<file path="config.mk">
export PLATFORM = sky130hd
export DESIGN_NAME = wrxmc_top
export DESIGN_NICKNAME = d
export VERILOG_FILES = /design/src/hw/wrxmc_pkg.sv /design/src/hw/wrxmc_top.sv
export SDC_FILE = /design/constraint.sdc
export NUM_CORES = 1
export LEC_CHECK = 0
export BUFFER_PORTS_ARGS = -buffer_cell sky130_fd_sc_hd__buf_4
export CAP_MARGIN = 20
export CORE_MARGIN = 3
export CORE_UTILIZATION = 29
export DETAILED_ROUTE_END_ITERATION = 7
export GPL_ROUTABILITY_DRIVEN = 1
export PLACE_DENSITY_LB_ADDON = 0.08
export REMOVE_ABC_BUFFERS = 1
export SYNTH_ARGS = -nofsm -noshare
export SYNTH_HDL_FRONTEND = slang
export SYNTH_SLANG_ARGS = --single-unit
</file>
<file path="constraint.sdc">
create_clock -name aclk -period 5.9 [get_ports aclk]
set_input_delay 0.295 -clock aclk [delete_from_list [all_inputs] [get_ports aclk]]
set_output_delay 0.295 -clock aclk [all_outputs]
set_load 0.02 [all_outputs]
</file>
<file path="src/hw/wrxmc_pkg.sv">
// package for the wireless receiver mode control block
package wrxmc_pkg;
   // register byte offsets
   localparam logic [7:0] OFS_CTRL    = 8'h00;
   localparam logic [7:0] OFS_STATUS  = 8'h04;
   localparam logic [7:0] OFS_PACKET  = 8'h08;
   localparam logic [7:0] OFS_LOAD    = 8'h0C;
   // control field positions
   localparam int CTRL_LOOP_BIT = 0;
   localparam int CTRL_OVP_BIT  = 1;
   localparam int CTRL_ATREG_BIT = 2;
   localparam logic [31:0] CTRL_RESET = 32'h0000_0000;
   // end-transfer packet contents
   localparam logic [7:0] ETP_HEADER   = 8'h02;
   localparam logic [7:0] ETP_UNKNOWN  = 8'h00;
   localparam logic [7:0] ETP_COMPLETE = 8'h01;
   // target voltage codes in millivolts
   localparam logic [15:0] TGT_BAND0 = 16'h1BA8; // 7.08 V
   localparam logic [15:0] TGT_BAND1 = 16'h1888; // 6.28 V
   localparam logic [15:0] TGT_BAND2 = 16'h159A; // 5.53 V
   localparam logic [15:0] TGT_BAND3 = 16'h13F6; // 5.11 V
   // load bands in percent of maximum current
   localparam logic [7:0] BAND_10 = 8'h0A;
   localparam logic [7:0] BAND_20 = 8'h14;
   localparam logic [7:0] BAND_40 = 8'h28;
   // timing
   localparam int CLK_HZ       = 25_000_000;
   localparam int FAST_MS      = 30;
   localparam int SLOW_MS      = 250;
   localparam int FAST_CYCLES  = FAST_MS * (CLK_HZ / 1000);
   localparam int SLOW_CYCLES  = SLOW_MS * (CLK_HZ / 1000);
   // decoded power path modes
   typedef enum logic [1:0] {
      WRXMC_ADAPTER = 2'b00,
      WRXMC_NOLIMIT = 2'b01,
      WRXMC_REVERSE = 2'b10,
      WRXMC_OFF     = 2'b11
   } wrxmc_mode_e;
   // axi4-lite request and answer carriers
   typedef struct packed {
      logic        awvalid;
      logic [7:0]  awaddr;
      logic        wvalid;
      logic [31:0] wdata;
      logic [3:0]  wstrb;
      logic        bready;
      logic        arvalid;
      logic [7:0]  araddr;
      logic        rready;
   } wrxmc_axi_req_s;
   typedef struct packed {
      logic        awready;
      logic        wready;
      logic        bvalid;
      logic [1:0]  bresp;
      logic        arready;
      logic        rvalid;
      logic [31:0] rdata;
      logic [1:0]  rresp;
   } wrxmc_axi_rsp_s;
   // power path outputs
   typedef struct packed {
      logic        adapter_switch_on;
      logic        wireless_enable;
      logic        wired_enable;
      logic        wireless_priority;
      logic        reverse_boost;
      logic        comm_limit_on;
      logic        regulator_on;
   } wrxmc_path_s;
   // packet request to the modulator
   typedef struct packed {
      logic        valid;
      logic [7:0]  header;
      logic [7:0]  payload;
   } wrxmc_pkt_s;
endpackage : wrxmc_pkg

</file>
<file path="src/hw/wrxmc_top.sv">
// mode decode, packet scheduling and register slave for the receiver control
// How it works
// - pins 00: adapter control, adapter first else wireless, limit on, no end packet
// - pins 01: communication limit off, both sources usable, no end packet
// - pins 10: adapter switch low, wireless off, reverse boost on, reason 0x00
// - pins 11: adapter and wireless off, no output, reason 0x01 charge complete
// - select A low with both sources: select B picks wired or wireless priority
// - default mode: adapter present turns switch on and wireless off, else switch off
// - unconnected selects read low, giving adapter control mode
// - loop active: error packets every 30 ms until on target, then 250 ms
// - overvoltage: regulator off and ask transmitter to lower voltage
// - rectifier target picked from load bands, 7.08 V down to 5.11 V
// - end reasons travel in a packet with header 0x02
`timescale 1ns/100ps
module wrxmc_top
   import wrxmc_pkg::*;
#(
   parameter int FAST_COUNT = FAST_CYCLES,
   parameter int SLOW_COUNT = SLOW_CYCLES
) (
   // clock and reset
   input  wire logic           aclk,
   input  wire logic           aresetn,
   // register bus
   input  wire wrxmc_pkg::wrxmc_axi_req_s axi_req,
   output wrxmc_pkg::wrxmc_axi_rsp_s      axi_rsp,
   // pins and comparators
   input  wire logic           mode_select_a,
   input  wire logic           mode_select_b,
   input  wire logic           adapter_detect,
   input  wire logic           wireless_present,
   // power path
   output wrxmc_pkg::wrxmc_path_s         path,
   output logic [15:0]                    rectifier_target_level,
   // packets to the modulator
   output wrxmc_pkg::wrxmc_pkt_s          pkt,
   input  wire logic           pkt_ready
);
   import wrxmc_pkg::*;

   localparam logic [7:0] HDR_ERROR = 8'h03;

   typedef struct packed {
      logic [2:0]  sync1;
      logic [2:0]  sync2;
      logic [31:0] ctrl;
      logic [7:0]  load_pct;
      logic [7:0]  err_code;
      logic        aw_held;
      logic [7:0]  aw_addr;
      logic        w_held;
      logic [31:0] w_data;
      logic        bvalid;
      logic [1:0]  bresp;
      logic        rvalid;
      logic [31:0] rdata;
      logic [1:0]  rresp;
      logic [31:0] timer;
      logic        end_sent;
      logic [7:0]  end_reason;
      logic [7:0]  sent_count;
      wrxmc_path_s path;
      logic [15:0] target;
      wrxmc_pkt_s  pkt;
   } wrxmc_state_s;

   wrxmc_state_s st;
   wrxmc_state_s next_st;
   wrxmc_mode_e  mode;
   logic         sel_a;
   logic         sel_b;
   logic         adapter;

   // target band lookup, used for the live load and for register reads
   function automatic logic [15:0] band_target(input logic [7:0] pct);
      if (pct <= BAND_10) begin
         band_target = TGT_BAND0;
      end else if (pct <= BAND_20) begin
         band_target = TGT_BAND1;
      end else if (pct <= BAND_40) begin
         band_target = TGT_BAND2;
      end else begin
         band_target = TGT_BAND3;
      end
   endfunction : band_target

   // only the second stage is read, the first may be metastable
   assign sel_a   = st.sync2[0];
   assign sel_b   = st.sync2[1];
   assign adapter = st.sync2[2];
   // floating pins come in low through pull-downs, decoding to adapter mode
   assign mode    = wrxmc_mode_e'({sel_a, sel_b});

   // next state
   always_comb begin
      logic aw_now;
      logic w_now;
      logic loop_on;
      logic ovp;
      logic on_target;
      logic [31:0] period;
      aw_now    = 1'b0;
      w_now     = 1'b0;
      next_st   = st;
      next_st.sync1 = {adapter_detect, mode_select_b, mode_select_a};
      next_st.sync2 = st.sync1;
      loop_on   = st.ctrl[CTRL_LOOP_BIT];
      ovp       = st.ctrl[CTRL_OVP_BIT];
      on_target = st.ctrl[CTRL_ATREG_BIT];
      period    = 32'(SLOW_COUNT);
      // write channel capture, either order
      if (axi_req.awvalid && !st.aw_held && !st.bvalid) begin
         next_st.aw_held = 1'b1;
         next_st.aw_addr = axi_req.awaddr;
      end
      if (axi_req.wvalid && !st.w_held && !st.bvalid) begin
         next_st.w_held = 1'b1;
         next_st.w_data = axi_req.wdata;
      end
      aw_now = st.aw_held;
      w_now  = st.w_held;
      if (aw_now && w_now) begin
         next_st.aw_held = 1'b0;
         next_st.w_held  = 1'b0;
         next_st.bvalid  = 1'b1;
         next_st.bresp   = 2'b00;
         if (st.aw_addr == OFS_CTRL) begin
            next_st.ctrl = st.w_data;
         end else if (st.aw_addr == OFS_LOAD) begin
            next_st.load_pct = st.w_data[7:0];
         end else if (st.aw_addr == OFS_STATUS || st.aw_addr == OFS_PACKET) begin
            next_st.bresp = 2'b00; // read-only, write ignored
         end else begin
            next_st.bresp = 2'b10;
         end
      end
      if (st.bvalid && axi_req.bready) begin
         next_st.bvalid = 1'b0;
      end
      // read channel
      if (axi_req.arvalid && !st.rvalid) begin
         next_st.rvalid = 1'b1;
         next_st.rresp  = 2'b00;
         if (axi_req.araddr == OFS_CTRL) begin
            next_st.rdata = st.ctrl;
         end else if (axi_req.araddr == OFS_STATUS) begin
            next_st.rdata = {8'h00, st.sent_count, 7'h00, adapter,
                             1'b0, st.path[6:0]};
         end else if (axi_req.araddr == OFS_PACKET) begin
            next_st.rdata = {8'h00, st.end_reason, st.target};
         end else if (axi_req.araddr == OFS_LOAD) begin
            next_st.rdata = {16'h0000, band_target(st.load_pct)};
         end else begin
            next_st.rdata = 32'h0000_0000;
            next_st.rresp = 2'b10;
         end
      end else if (st.rvalid && axi_req.rready) begin
         next_st.rvalid = 1'b0;
      end
      // power path decode
      next_st.path = '0;
      next_st.path.regulator_on = !ovp;
      case (mode)
         WRXMC_ADAPTER: begin
            next_st.path.comm_limit_on     = 1'b1;
            next_st.path.wired_enable      = 1'b1;
            next_st.path.adapter_switch_on = adapter;
            next_st.path.wireless_enable   = !adapter;
            next_st.path.wireless_priority = 1'b0;
         end
         WRXMC_NOLIMIT: begin
            next_st.path.comm_limit_on     = 1'b0;
            next_st.path.wired_enable      = 1'b1;
            next_st.path.wireless_enable   = 1'b1;
            next_st.path.wireless_priority = 1'b1;
            next_st.path.adapter_switch_on = adapter && !wireless_present;
         end
         WRXMC_REVERSE: begin
            next_st.path.adapter_switch_on = 1'b1; // switch pin low = on
            next_st.path.wired_enable      = 1'b1;
            next_st.path.reverse_boost     = 1'b1;
         end
         WRXMC_OFF: begin
            next_st.path.regulator_on      = 1'b0;
         end
         default: begin
            next_st.path = '0;
         end
      endcase
      // target band, refreshed only while the wireless input is enabled
      if (next_st.path.wireless_enable) begin
         next_st.target = band_target(st.load_pct);
      end
      // packet handshake
      if (st.pkt.valid && pkt_ready) begin
         next_st.pkt.valid = 1'b0;
         next_st.sent_count = st.sent_count + 8'h01;
      end
      // end transfer packet, sent once per entry to a stopping mode
      if (mode == WRXMC_REVERSE || mode == WRXMC_OFF) begin
         next_st.end_reason = (mode == WRXMC_OFF) ? ETP_COMPLETE : ETP_UNKNOWN;
         // a direct move between the two stopping modes owes a fresh packet
         if (next_st.end_reason != st.end_reason) begin
            next_st.end_sent = 1'b0;
         end
         if (!next_st.end_sent && !st.pkt.valid) begin
            next_st.end_sent    = 1'b1;
            next_st.pkt.valid   = 1'b1;
            next_st.pkt.header  = ETP_HEADER;
            next_st.pkt.payload = next_st.end_reason;
         end
         next_st.timer = 32'h0000_0000;
      end else begin
         next_st.end_sent = 1'b0;
         // error packets: fast while off target or in overvoltage, slow once settled
         if (!on_target || ovp) begin
            period = 32'(FAST_COUNT);
         end
         if (loop_on || ovp) begin
            if (st.timer >= period - 32'h1) begin
               next_st.timer = 32'h0000_0000;
               if (!st.pkt.valid) begin
                  next_st.pkt.valid   = 1'b1;
                  next_st.pkt.header  = HDR_ERROR;
                  next_st.pkt.payload = ovp ? 8'h80 : st.err_code; // negative = lower
               end
            end else begin
               next_st.timer = st.timer + 32'h1;
            end
         end else begin
            next_st.timer = 32'h0000_0000;
         end
      end
      next_st.err_code = on_target ? 8'h00 : 8'hF0;
   end

   // registered state
   always_ff @(posedge aclk) begin
      if (!aresetn) begin
         st      <= '0;
         st.ctrl <= CTRL_RESET;
      end else begin
         st <= next_st;
      end
   end

   // outputs, all from flip-flops
   assign path                   = st.path;
   assign rectifier_target_level = st.target;
   assign pkt                    = st.pkt;
   // one driver for the whole answer; readies come straight from the holding flags and the response valid flags
   assign axi_rsp = '{
      awready: !st.aw_held && !st.bvalid,
      wready:  !st.w_held && !st.bvalid,
      bvalid:  st.bvalid,
      bresp:   st.bresp,
      arready: !st.rvalid,
      rvalid:  st.rvalid,
      rdata:   st.rdata,
      rresp:   st.rresp
   };

   // mode checks
   chk_off_mode_path: assert property (@(posedge aclk) disable iff (!aresetn)
      mode == WRXMC_OFF |=> !path.wireless_enable && !path.regulator_on)
      else $error("off mode left power on");
   chk_reverse_path: assert property (@(posedge aclk) disable iff (!aresetn)
      mode == WRXMC_REVERSE |=> path.reverse_boost && path.adapter_switch_on)
      else $error("reverse mode path wrong");
   chk_adapter_mode: assert property (@(posedge aclk) disable iff (!aresetn)
      mode == WRXMC_ADAPTER |=> path.comm_limit_on
         && path.adapter_switch_on == $past(adapter))
      else $error("adapter mode path wrong");
   chk_wired_first: assert property (@(posedge aclk) disable iff (!aresetn)
      mode == WRXMC_ADAPTER |=> !path.wireless_priority)
      else $error("wired source lost priority");
   chk_nolimit_mode: assert property (@(posedge aclk) disable iff (!aresetn)
      mode == WRXMC_NOLIMIT |=> !path.comm_limit_on && path.wireless_enable)
      else $error("limit not off");
   chk_sync_delay: assert property (@(posedge aclk) disable iff (!aresetn)
      $rose(mode_select_a) ##1 mode_select_a |=> sel_a)
      else $error("select a not synchronised in two cycles");
   // packet checks; the launch decision lies one cycle before the rise of valid
   chk_end_header: assert property (@(posedge aclk) disable iff (!aresetn)
      $rose(pkt.valid) && $past(mode) == WRXMC_OFF
         |-> pkt.header == ETP_HEADER && pkt.payload == ETP_COMPLETE)
      else $error("end packet malformed");
   chk_pkt_hold: assert property (@(posedge aclk) disable iff (!aresetn)
      pkt.valid && !pkt_ready
         |=> pkt.valid && $stable(pkt.header) && $stable(pkt.payload))
      else $error("packet changed before it was taken");
   chk_ovp_reg_off: assert property (@(posedge aclk) disable iff (!aresetn)
      st.ctrl[CTRL_OVP_BIT] |=> !path.regulator_on)
      else $error("regulator on in overvoltage");
   chk_ovp_lower: assert property (@(posedge aclk) disable iff (!aresetn)
      $rose(pkt.valid) && pkt.header != ETP_HEADER && $past(st.ctrl[CTRL_OVP_BIT])
         |-> pkt.payload == 8'h80)
      else $error("overvoltage packet does not ask for less");
   chk_band_target: assert property (@(posedge aclk) disable iff (!aresetn)
      path.wireless_enable && st.load_pct > BAND_40 && $stable(st.load_pct)
         |=> rectifier_target_level == TGT_BAND3)
      else $error("heavy load target wrong");
   chk_err_timer: assert property (@(posedge aclk) disable iff (!aresetn)
      st.timer <= 32'(SLOW_COUNT))
      else $error("error packet timer overran");
endmodule : wrxmc_top

</file>
======== Word-level counts from Yosys, hierarchy flattened ========
Index checks and enable logic that the tools add are counted.
word-level totals
  register bits ........................... 223
  input port bits ......................... 64
  output and inout bits ................... 81
cells by class
  add/subtract/negate cells ............... 3
  magnitude comparators ................... 4
  eq/ne operators ......................... 12
  mux-type cells .......................... 36
  bitwise operators ....................... 3
  reductions and logical operators ........ 42
operators with widths
  operator                                             count
  2-to-1 mux 17 bit                                    5
  2-to-1 mux 32 bit                                    2
  2-to-1 mux 24 bit                                    2
  adder 32 x 1 -> 32 bit, second input constant        1
  equality test 8 x 4 -> 1 bit, second input constant  4
  >= comparator 32 bit                                 1
  2-to-1 mux 16 bit                                    2
  subtractor 32 x 1 -> 32 bit, second input constant   1
  2-to-1 mux 23 bit                                    1
  equality test 8 x 3 -> 1 bit, second input constant  2
  logical NOT 8 bit                                    2
  2-to-1 mux 8 bit                                     2
  2-to-1 mux 2 bit                                     7
  logical AND 1 bit                                    13
  2-to-1 mux 12 bit                                    1
  2-to-1 mux 1 bit                                     11
  2-to-1 mux 11 bit                                    1
  logical NOT 1 bit                                    10
  adder 8 x 1 -> 8 bit, second input constant          1
  <= comparator 8 x 4 -> 1 bit, second input constant  1
  <= comparator 8 x 5 -> 1 bit, second input constant  1
  <= comparator 8 x 6 -> 1 bit, second input constant  1
  inequality test 1 x 8 -> 1 bit                       1
  nonzero test 2 bit                                   3
  other kinds (14)                                     24

======== Logic depth before layout (Yosys ltp) ========
Gate-level depths: netlist (run 1).
  word-level depth ........................ 9
  mapped depth ............................ 11
  gate-level depth less buffers ........... 9

======== Worst setup path after synthesis (run 1) ========
No wires, ideal clock.
  path type ............................... register to register
  start point ............................. register st[186] in the netlist's numbering
  end point ............................... register st (netlist bit pkt[0])
  arrival ................................. 2.160 ns
  path slack .............................. 3.623 ns
  stages on the path, launching flop included .. 9
  buffers on the path ..................... 1
  period minus slack after synthesis ...... 2.277 ns
  cell sequence ........................... dfxtp_1 > nand2b_1 > buf_6 > inv_2 > or3_1 > a2111o_1 > a2111oi_4 > o21ai_2 > a41o_1
on the way
  word-level cells in the longest chain between the ends .. 7
  elaborated cells between the ends (all ways) .. 14
  classes of those cells .................. add/sub (1); order compare (1); mux (7); reduce/logical (5)
ends and longest elaborated chain
  what                           line              RTL
  start, declared                wrxmc_top.sv:67   wrxmc_state_s st;
  start signal, assigned         wrxmc_top.sv:243  st <= next_st;
  logical OR 1 bit               wrxmc_top.sv:216  if (!on_target || ovp) begin
  2-to-1 mux 23 bit              wrxmc_top.sv:216
  2-to-1 mux 32 bit              wrxmc_top.sv:200  if (mode == WRXMC_REVERSE || mode == WRXMC_OFF) begin
  subtractor 32 x 1 -> 32 bit    wrxmc_top.sv:220  if (st.timer >= period - 32'h1) begin
  >= comparator 32 bit           wrxmc_top.sv:220
  nonzero test 2 bit (no line)   -
  AND reduction 4 bit (no line)  -
Parallel ways exist; a longest one is shown, timed or not. The select of a mux whose other input is x is not followed.
A chain may end at the register's enable or synchronous reset.

======== Worst setup path in the final report (run 1) ========
Ends and elaborated chain as after synthesis.

==> flow_summary.yaml, run 1 <==
sta:
  final-setup-viol-count: 0
  tightest_slew_ns: 1.09
  skew_ns: 0.0155
  slew_violations: 0
  max_slew_margin: 0.275
  finalCritPeriodShare: 0.462
  setup_ws_ns: 3.18
  period_minus_slack_ns: 2.72
  hold_viol_final: 0
  fin_setup_tns_ns: 0
  rsz0062_at_grt: "no"
  fmax_mhz: 367
routing:
  wl_per_cell_um: 15.6
  wirelength_um: 20700
  ant_nets: 0
  vias: 6093
  drtPass1Iterations: 4
  vias_per_cell: 4.58
  drt_iter0_markers: 236
  post-route-drc-count: 0
cts:
  root_buffer: "clkbuf_16"
  post_cts_resized: 0
  cts_made_buffers: 17
  cts_tree: "built"
  clock_sinks: 188
  clockBufferDepth: 2
  cts-hold-fix-buffers: 0
  cts.clk_slew.worst_paths_ns: 0.08
  htreeDepth: 4
  cts_setup_buffers: 0
  worstSkewPairLatency_ns: 0.44
hold_path:
  worstHoldStart: "axi_req[0]"
  min_path_cells: 2
  hold_path_end: "axi_rsp[34]"
  min_path_type: "in2reg"
synthesis:
  synth_flop_cell: "dfxtp_1"
  syn_area_per_cell_um2: 8.40
  async_flop_share: 0
  synthCells: 936
  netlist_area_um2: 7870
  yosysWarnings: 0
  synth_seq_cells: 188
  seq_area_frac_synth: 0.479
  netlist-cell-type-count: 59
  synth-edff-count: 0
setup_path:
  path_max_fanout: 9
  required_ns: 6.23
  cpPeakStageDelay_ns: 0.48
  path_cells: "nand2b_1 > inv_2 > or3_1 > a2111o_1 > a2111oi_4 > o21ai_2 > a41o_1"
  crit_slowest_cell: "a2111o_1"
  path_buf_inv: 1
  reg2reg_to: "pkt[0]"
  path_class: "reg2reg"
  endpoint_kind: "register"
  cp_data_arrival_time_ns: 3.06
  path_delay_family: "compound AO/OA/AOI/OAI gates"
  rrSetupSlack_ns: 3.18
  timing.rr.start: "st[186]"
  startpoint_type: "register"
  reg2regPathDepth: 7
pwr:
  p_total_mw: 2.71
  ir_drop_uv: 174
  p_leak_nw: 3.58
  powerDensity_nw_per_um2: 295
finish:
  multi_input_area_um2: 3350
  nFillCells: 2803
  drive_above_1_share: 0.178
  fin_nets: 1053
  area_delta_synth_final_pct: 16.7
  seq_area_um2: 3760
  antenna_cells: 0
placed_design:
  dp_worst_setup_slack_ns: 3.15
  routabilityCongestion: 0.720
  dpl.hpwl_um: 13900
  io_buffers: 125
die:
  ioPinCount: 145
  initial_core_util: 0.298
  die_w_um: 171
  rows: 59
  core_area_um2: 26400
  die_y_um: 171
  dieArea_um2: 29100
grt:
  grt_overflow: 0
  grt_max_degree: 89
  grt_pass1_vias: 5877
  grt_usage: 0.143
  grt_pass1_wl_um: 32600
  antenna_found_initial: 1
run_status:
  outcome: "complete, no violations"
flow_run:
  cap_violations: 0
-- logic make-up (layout without fill, tap and decap cells) --
logic type                 Yosys count  in the layout  share of synthesized area
and+or+nand+nor                    369            369                      0.203
xor gates and xnor gates            29             29                     0.0323
adders and majority gates            9              9                     0.0140
DFF                                188            188                      0.479
muxes                               19             19                     0.0261
AOI/OAI and AO/OA                  180            180                      0.138
buffers and inverters              141            177                      0.108
other                                1             23                   0.000477
-- layer usage --
metal	vias to the layer above	GRT usage	part of all wire
li1	3141	-	-
met1	2818	0.188	0.48
met2	111	0.232	0.46
met3	21	0.0416	0.051
met4	2	0.0377	0.013
met5	-	0	0.00068
-- synth_stat cells (all sizes together) (2+ instances only) --
cell	count	area, µm²
nand2	192	721
dfxtp	188	3760
a21oi	109	546
buf	91	658
nor2	82	308
clkbuf	40	150
o21ai	20	104
xor2	18	158
nor3	17	85.1
mux2i	16	160
nand3	16	80.1
and2	11	68.8
xnor2	11	96.3
inv	10	37.5
nand2b	9	56.3
nand4	9	56.3
a221oi	8	70.1
ha	8	100
and3	6	37.5
nor2b	6	37.5
a211oi	5	37.5
a21o	5	37.5
a31oi	5	31.3
nor4	5	31.3
a22oi	4	30.0
nand3b	4	30.0
or3	4	25.0
a32o	3	30.0
a2111o	2	22.5
a21boi	2	15.0
a221o	2	20.0
mux2	2	22.5
o211ai	2	15.0
o21a	2	15.0
o22ai	2	12.5
or4	2	15.0
-- flip-flops by register name, summed over array words and instances (netlist names) --
register,cells
pkt,6
mode,2
path,7
rectifier_target_level,8
st,125
axi_rsp,36
next_st,3
adapter,1
-- cell type report --
type,instances,share of cell area
multi-input combinational,629,0.365
sequential,188,0.410
tap,335,0.0457
clock buffer,18,0.0468
inverter,10,0.00436
clock inverter,14,0.0183
timing repair buffer,135,0.110
-- through the flow --
stage	utilization	hold slack, ns	area [µm²]	instances
6_report	0.348	0.0430	9180	1329
5_1_grt	0.348	0.0276	9180	1329
4_1_cts	0.348	0.0186	9180	1329
3_5_place_dp	0.326	0.418	8580	1297
3_3_place_gp	0.326	0.417	8580	1297
2_1_floorplan	-	0.394	7140	827
-- how the worst max path moves through the flow --
stage | depth (start not counted) | from | to
6_report | 7 | st[186] | pkt[0]
3_5_place_dp | 7 | st[186] | pkt[0]
2_1_floorplan | 5 | st[161] | st[185]
5_1_grt | 7 | st[186] | pkt[0]
3_3_place_gp | 7 | st[186] | pkt[0]
4_1_cts | 7 | st[186] | pkt[0]
-- layout by cell type, fill, tap and decap left out, types with 4 or more instances in the layout --
cell type,Yosys,layout
a211oi_1,5,5
a21o_1,5,5
a21oi_1,109,109
a221oi_1,8,8
a22oi_1,4,4
a31oi_1,5,5
and2_1,11,11
and3_1,6,6
buf_4,80,135
clkbuf_16,0,17
clkinv_8,0,5
conb_1,1,23
dfxtp_1,188,188
ha_1,8,8
inv_1,9,8
inv_6,0,4
mux2i_1,16,16
nand2_1,192,192
nand2b_1,9,9
nand3_1,16,16
nand3b_1,4,4
nand4_1,9,9
nor2_1,82,82
nor2b_1,6,5
nor3_1,17,16
nor4_1,5,5
o21ai_0,19,18
or3_1,4,4
xnor2_1,11,11
xor2_1,18,18
-- worst reg2reg max path, cell delays in order (launching register included) --
cell and delay [ns]:
dfxtp_1 0.43, nand2b_1 0.42, inv_2 0.15, or3_1 0.33, a2111o_1 0.48, a2111oi_4 0.38, o21ai_2 0.18, a41o_1 0.25
-- power breakdown --
part | internal [mW] | total, mW | switching, mW | leakage, nW
clock network | 0.574 | 1.15 | 0.576 | 0.290
registers | 1.31 | 1.34 | 0.0294 | 1.53
logic | 0.0849 | 0.223 | 0.138 | 1.76
total | 1.97 | 2.71 | 0.743 | 3.58
No activity file was read; power rests on OpenSTA's default activity.
==> inputs of run 2 (changes only) <==
==> constraint.sdc (replaced) <==
create_clock -name aclk -period 2.5 [get_ports aclk]
set_input_delay 0.125 -clock aclk [delete_from_list [all_inputs] [get_ports aclk]]
set_output_delay 0.125 -clock aclk [all_outputs]
set_load 0.02 [all_outputs]
==> flow_summary.yaml, run 2 (synthesis results as in run 1) <==
pwr:
  p_leak_nw: 3.88
  p_comb_frac: 0.092
  p_sw_mw: 1.82
  ir_drop_uv: 379
  p_clk_frac: 0.426
  powerDensity_nw_per_um2: 666
  p_int_mw: 4.72
  swShare: 0.278
  p_seq_frac: 0.482
routing:
  drtPass1Iterations: 4
  vias_per_cell: 4.51
  vias: 6281
  drt_iter0_markers: 312
  post-route-drc-count: 0
  wl_per_cell_um: 15.3
  ant_nets: 0
  wirelength_um: 21300
setup_path:
  reg2reg_to: "pkt[0]"
  endpoint_kind: "register"
  cp_data_arrival_time_ns: 2.58
  path_max_fanout: 6
  required_ns: 2.82
  reg2regPathDepth: 7
  path_class: "reg2reg"
  rrSetupSlack_ns: 0.24
  startpoint_type: "register"
  timing.rr.start: "st[186]"
finish:
  fin_nets: 1116
  top_register: "st"
  final_common_cell: "nand2_1"
  antenna_cells: 0
  nFillCells: 2742
  area_delta_synth_final_pct: 25.0
  largest_register_ffs: 125
  final_cell_mix: "192 x nand2_1, 188 x dfxtp_1, 147 x buf_4"
  post-route-util: 0.373
  drive_above_1_share: 0.183
cts:
  post_cts_resized: 0
  cts-hold-fix-buffers: 48
  root_buffer: "clkbuf_16"
  cts_made_buffers: 17
  clockBufferDepth: 2
  cts.clk_slew.worst_paths_ns: 0.08
  cts_tree: "built"
  clock_sinks: 188
  worstSkewPairLatency_ns: 0.43
  htreeDepth: 4
  cts_setup_buffers: 0
sta:
  finalCritPeriodShare: 0.903
  rsz0062_at_grt: "no"
  setup_ws_ns: 0.244
  tightest_slew_ns: 0.975
  slew_violations: 0
  final-setup-viol-count: 0
  skew_ns: 0.0248
  max_slew_margin: 0.346
  hold_viol_final: 0
  period_minus_slack_ns: 2.26
  fmax_mhz: 443
grt:
  grt_max_degree: 52
  grt_usage: 0.147
  grt_overflow: 0
  grt_pass1_vias: 6046
  grt_pass1_wl_um: 33800
  antenna_found_initial: 1
placed_design:
  dp_worst_setup_slack_ns: 0.247
  io_buffers: 125
  dpl.hpwl_um: 14400
  routabilityCongestion: 0.738
die:
  ioPinCount: 145
  initial_core_util: 0.298
  core_area_um2: 26400
  dieArea_um2: 29100
  die_w_um: 171
  rows: 59
  die_y_um: 171
hold_path:
  hold_path_end: "rectifier_target_level[4]"
  min_path_type: "in2reg"
  worstHoldStart: "aresetn"
  min_path_cells: 3
flow_run:
  cap_violations: 0
run_status:
  outcome: "complete, no violations"
==> run 2: cell count changes in the layout (fill, tap and decap cells not counted) <==
cell           before  now
clkinv_8            5    6
clkinv_4            2    1
clkbuf_1            1    0
inv_8               3    5
inv_12              0    1
inv_6               4    1
buf_12              0    3
dlygate4sd3_1       0   48
clkinv_2            0    1
buf_4             135  147
==> run 2: worst max-delay path: stages, from the launching register on <==
cell and delay [ns]:
dfxtp_1 0.32, nand2b_1 0.22, inv_2 0.05, or3_1 0.30
a2111o_1 0.47, a2111oi_4 0.37, o21ai_2 0.17, a41o_1 0.25
==> run 2: layout make-up <==
cell class,instances,area (µm²),share of cell area
timing repair buffer,198,1640,0.167
sequential,188,3760,0.383
tap,335,419,0.0426
clock inverter,15,193,0.0196
multi-input combinational,629,3350,0.340
clock buffer,17,425,0.0433
inverter,10,40.0,0.00407
==> run 2: routing by layer <==
layer	up-vias	wire length, µm	GRT usage
li1	3260	-	-
met1	2906	9810	0.191
met2	109	10400	0.247
met3	4	1030	0.0434
met4	2	61	0.0265
met5	-	20	0
==> run 2: power groups by stage <==
stage	registers [mW]	clock network (mW)	logic (mW)
global placement	3.23	0	0.553
global route	3.17	3.00	0.666
finish	3.16	2.79	0.602
detailed placement	3.23	0	0.554
CTS	3.16	2.89	0.615
floorplan	3.25	0	0.232
==> run 2: stage by stage <==
stage               hold WS [ns]  setup TNS, ns  cells  total power, mW  instance area, µm²
global route               0.106              0   1392             6.83                9830
global placement           0.312              0   1312             3.78                8730
floorplan                  0.224         -30.19    827             3.48                7140
detailed placement         0.318              0   1312             3.78                8730
finish                     0.115              0   1392             6.54                9830
CTS                       0.0974              0   1392             6.67                9830
==> run 2: worst max-delay path by stage <==
stage / from / to / slack (ns) / cells past startpoint
floorplan: st[161] / st[185] / -0.78 / 5
global placement: st[186] / pkt[0] / 0.28 / 7
detailed placement: st[186] / pkt[0] / 0.25 / 7
CTS: st[186] / pkt[0] / 0.23 / 7
global route: st[187] / st[74] / 0.11 / 10
finish: st[186] / pkt[0] / 0.24 / 7
==> inputs of run 3 (changes only) <==
--- a/config.mk
+++ b/config.mk
@@ -5,6 +5,7 @@
 export SDC_FILE = /design/constraint.sdc
 export NUM_CORES = 1
 export LEC_CHECK = 0
+export ABC_AREA = 1
 export BUFFER_PORTS_ARGS = -buffer_cell sky130_fd_sc_hd__buf_4
 export CAP_MARGIN = 20
 export CORE_MARGIN = 3
==> flow_summary.yaml, run 3 <==
synthesis:
  synth-edff-count: 0
  yosysWarnings: 0
  async_flop_share: 0
  seq_area_frac_synth: 0.467
  synth.most_common_cell: "dfxtp_1"
  synth_top_family_by_area: "simple AND/OR/NAND/NOR gates"
  synth_flop_cell: "dfxtp_1"
  netlist-cell-type-count: 45
  syn_area_per_cell_um2: 7.80
  synthTopCellsByCount: "188 x dfxtp_1, 148 x nor2_1, 126 x inv_1"
  synthAdderAreaFrac: 0.0124
  synth_compound_area_frac: 0.155
  synth_simple_gate_area_frac: 0.199
  synthTopCellsByArea: "dfxtp_1 47%, buf_4 7.5%, nor2_1 6.9%"
  synthMuxAreaShare: 0
  synth_xor_area_frac: 0.0109
  synth_top_area_share: 0.467
  yosys.area.top_type: "dfxtp_1"
  synth_seq_cells: 188
  synthCells: 1034
  netlist_area_um2: 8070
die:
  rows: 60
  die_y_um: 173
  dieArea_um2: 29900
  core_area_um2: 27200
  die_w_um: 173
  initial_core_util: 0.297
  ioPinCount: 145
routing:
  ant_nets: 0
  wl_per_cell_um: 13.5
  drtPass1Iterations: 4
  post-route-drc-count: 0
  vias: 6515
  wirelength_um: 20500
  drt_iter0_markers: 257
  vias_per_cell: 4.29
cts:
  root_buffer: "clkbuf_16"
  cts.clk_slew.worst_paths_ns: 0.08
  clock_sinks: 188
  cts_setup_buffers: 0
  cts_tree: "built"
  cts_made_buffers: 17
  worstSkewPairLatency_ns: 0.44
  post_cts_resized: 0
  clockBufferDepth: 2
  htreeDepth: 4
sta:
  skew_ns: 0.0237
  tightest_slew_ns: 0.859
  max_slew_margin: 0.427
  final-setup-viol-count: 0
  rsz0062_at_grt: "no"
  finalCritPeriodShare: 0.876
  period_minus_slack_ns: 2.19
  fmax_mhz: 457
  slew_violations: 0
  setup_ws_ns: 0.310
  hold_viol_final: 0
finish:
  top_register: "st"
  drive_above_1_share: 0.169
  antenna_cells: 0
  final_cell_mix: "188 x dfxtp_1, 148 x nor2_1, 135 x buf_4"
  post-route-util: 0.365
  area_delta_synth_final_pct: 23.0
  fin_nets: 1208
  largest_register_ffs: 125
  final_common_cell: "dfxtp_1"
flow_run:
  cap_violations: 0
setup_path:
  crit_end: "st[62]"
  endpoint_kind: "register"
  reg2regPathDepth: 12
  required_ns: 2.85
  cp_data_arrival_time_ns: 2.54
  timing.rr.start: "st[187]"
  startpoint_type: "register"
  path_max_fanout: 24
  rrSetupSlack_ns: 0.31
  reg2reg_to: "st[62]"
  startpoint: "st[187]"
  path_class: "reg2reg"
grt:
  grt_pass1_wl_um: 34100
  grt_max_degree: 82
  grt_usage: 0.140
  antenna_found_initial: 0
  grt_overflow: 0
  grt_pass1_vias: 6641
hold_path:
  min_path_type: "in2reg"
  min_path_cells: 4
  worstHoldStart: "pkt_ready"
placed_design:
  routabilityCongestion: 0.751
  dp_worst_setup_slack_ns: 0.301
  io_buffers: 125
  dpl.hpwl_um: 14000
run_status:
  outcome: "complete, no violations"
pwr:
  powerDensity_nw_per_um2: 665
  p_leak_nw: 4.16
  p_total_mw: 6.60
  ir_drop_uv: 445
[run 3: what timing repair did]
item	in CTS	in global routing
hold endpoints to repair	45	0
endpoints found under the setup margin	0	0
hold buffers	45	0
[run 3: logic make-up (layout without fill, tap and decap cells)]
logic type	after synthesis	count (layout)
other	1	23
flip-flops	188	188
AND/OR/NAND/NOR	360	360
adder cells (fa/ha/maj)	8	8
XOR/XNOR	10	10
AO/OA/AOI/OAI	216	216
buffers and inverters	251	343
[run 3: how the worst min path moves through the flow]
stage                         to  slack, ns
finish                   pkt[16]       0.06
global route             path[6]       0.06
CTS                      pkt[16]       0.03
detailed placement  next_st[219]       0.32
global placement    next_st[218]       0.31
floorplan                adapter       0.22
[run 3: layer usage]
metal  vias to the layer above  global-route usage  wire length [µm]  part of all wire
met5                         -                   0                 0                 0
met2                       116               0.228              9300              0.45
li1                       3471                   -                 -                 -
met4                         0              0.0480               363             0.018
met1                      2910               0.185             10100              0.49
met3                        18              0.0323               811             0.039
[run 3: critical path, cell delays in order, from the launching register on]
cell and delay (ns):
dfxtp_1 0.46, inv_2 0.10, nor2_4 0.18, ha_1 0.26, nand4_1 0.08, inv_1 0.06
nand3_1 0.06, nor2_1 0.04, nand2_1 0.06, nand2_1 0.07, nand2_2 0.09, nand4_4 0.33
nor3b_1 0.31
[run 3: cell type report]
type	count	area, µm²
Clock inverter	14	151
Inverter	130	488
Multi-Input combinational cell	617	3130
Fill cell	2915	17300
Clock buffer	17	425
Timing Repair Buffer	182	1500
Tap cell	372	465
Sequential cell	188	3760
[run 3: stage by stage]
step	TNS (ns)	instances	hold WS (ns)	cell area, µm²
after floorplan	-0.0785	935	0.218	7380
after global placement	0	1444	0.314	8900
after detailed placement	0	1444	0.319	8900
after CTS	0	1520	0.0334	9920
after global routing	0	1520	0.0587	9920
final	0	1520	0.0604	9920
[run 3: report_power, final]
group | internal (mW) | switching, mW | leakage [nW] | total, mW
combinational | 0.285 | 0.408 | 2.34 | 0.693
sequential | 3.13 | 0.0671 | 1.54 | 3.20
clock | 1.41 | 1.29 | 0.279 | 2.71
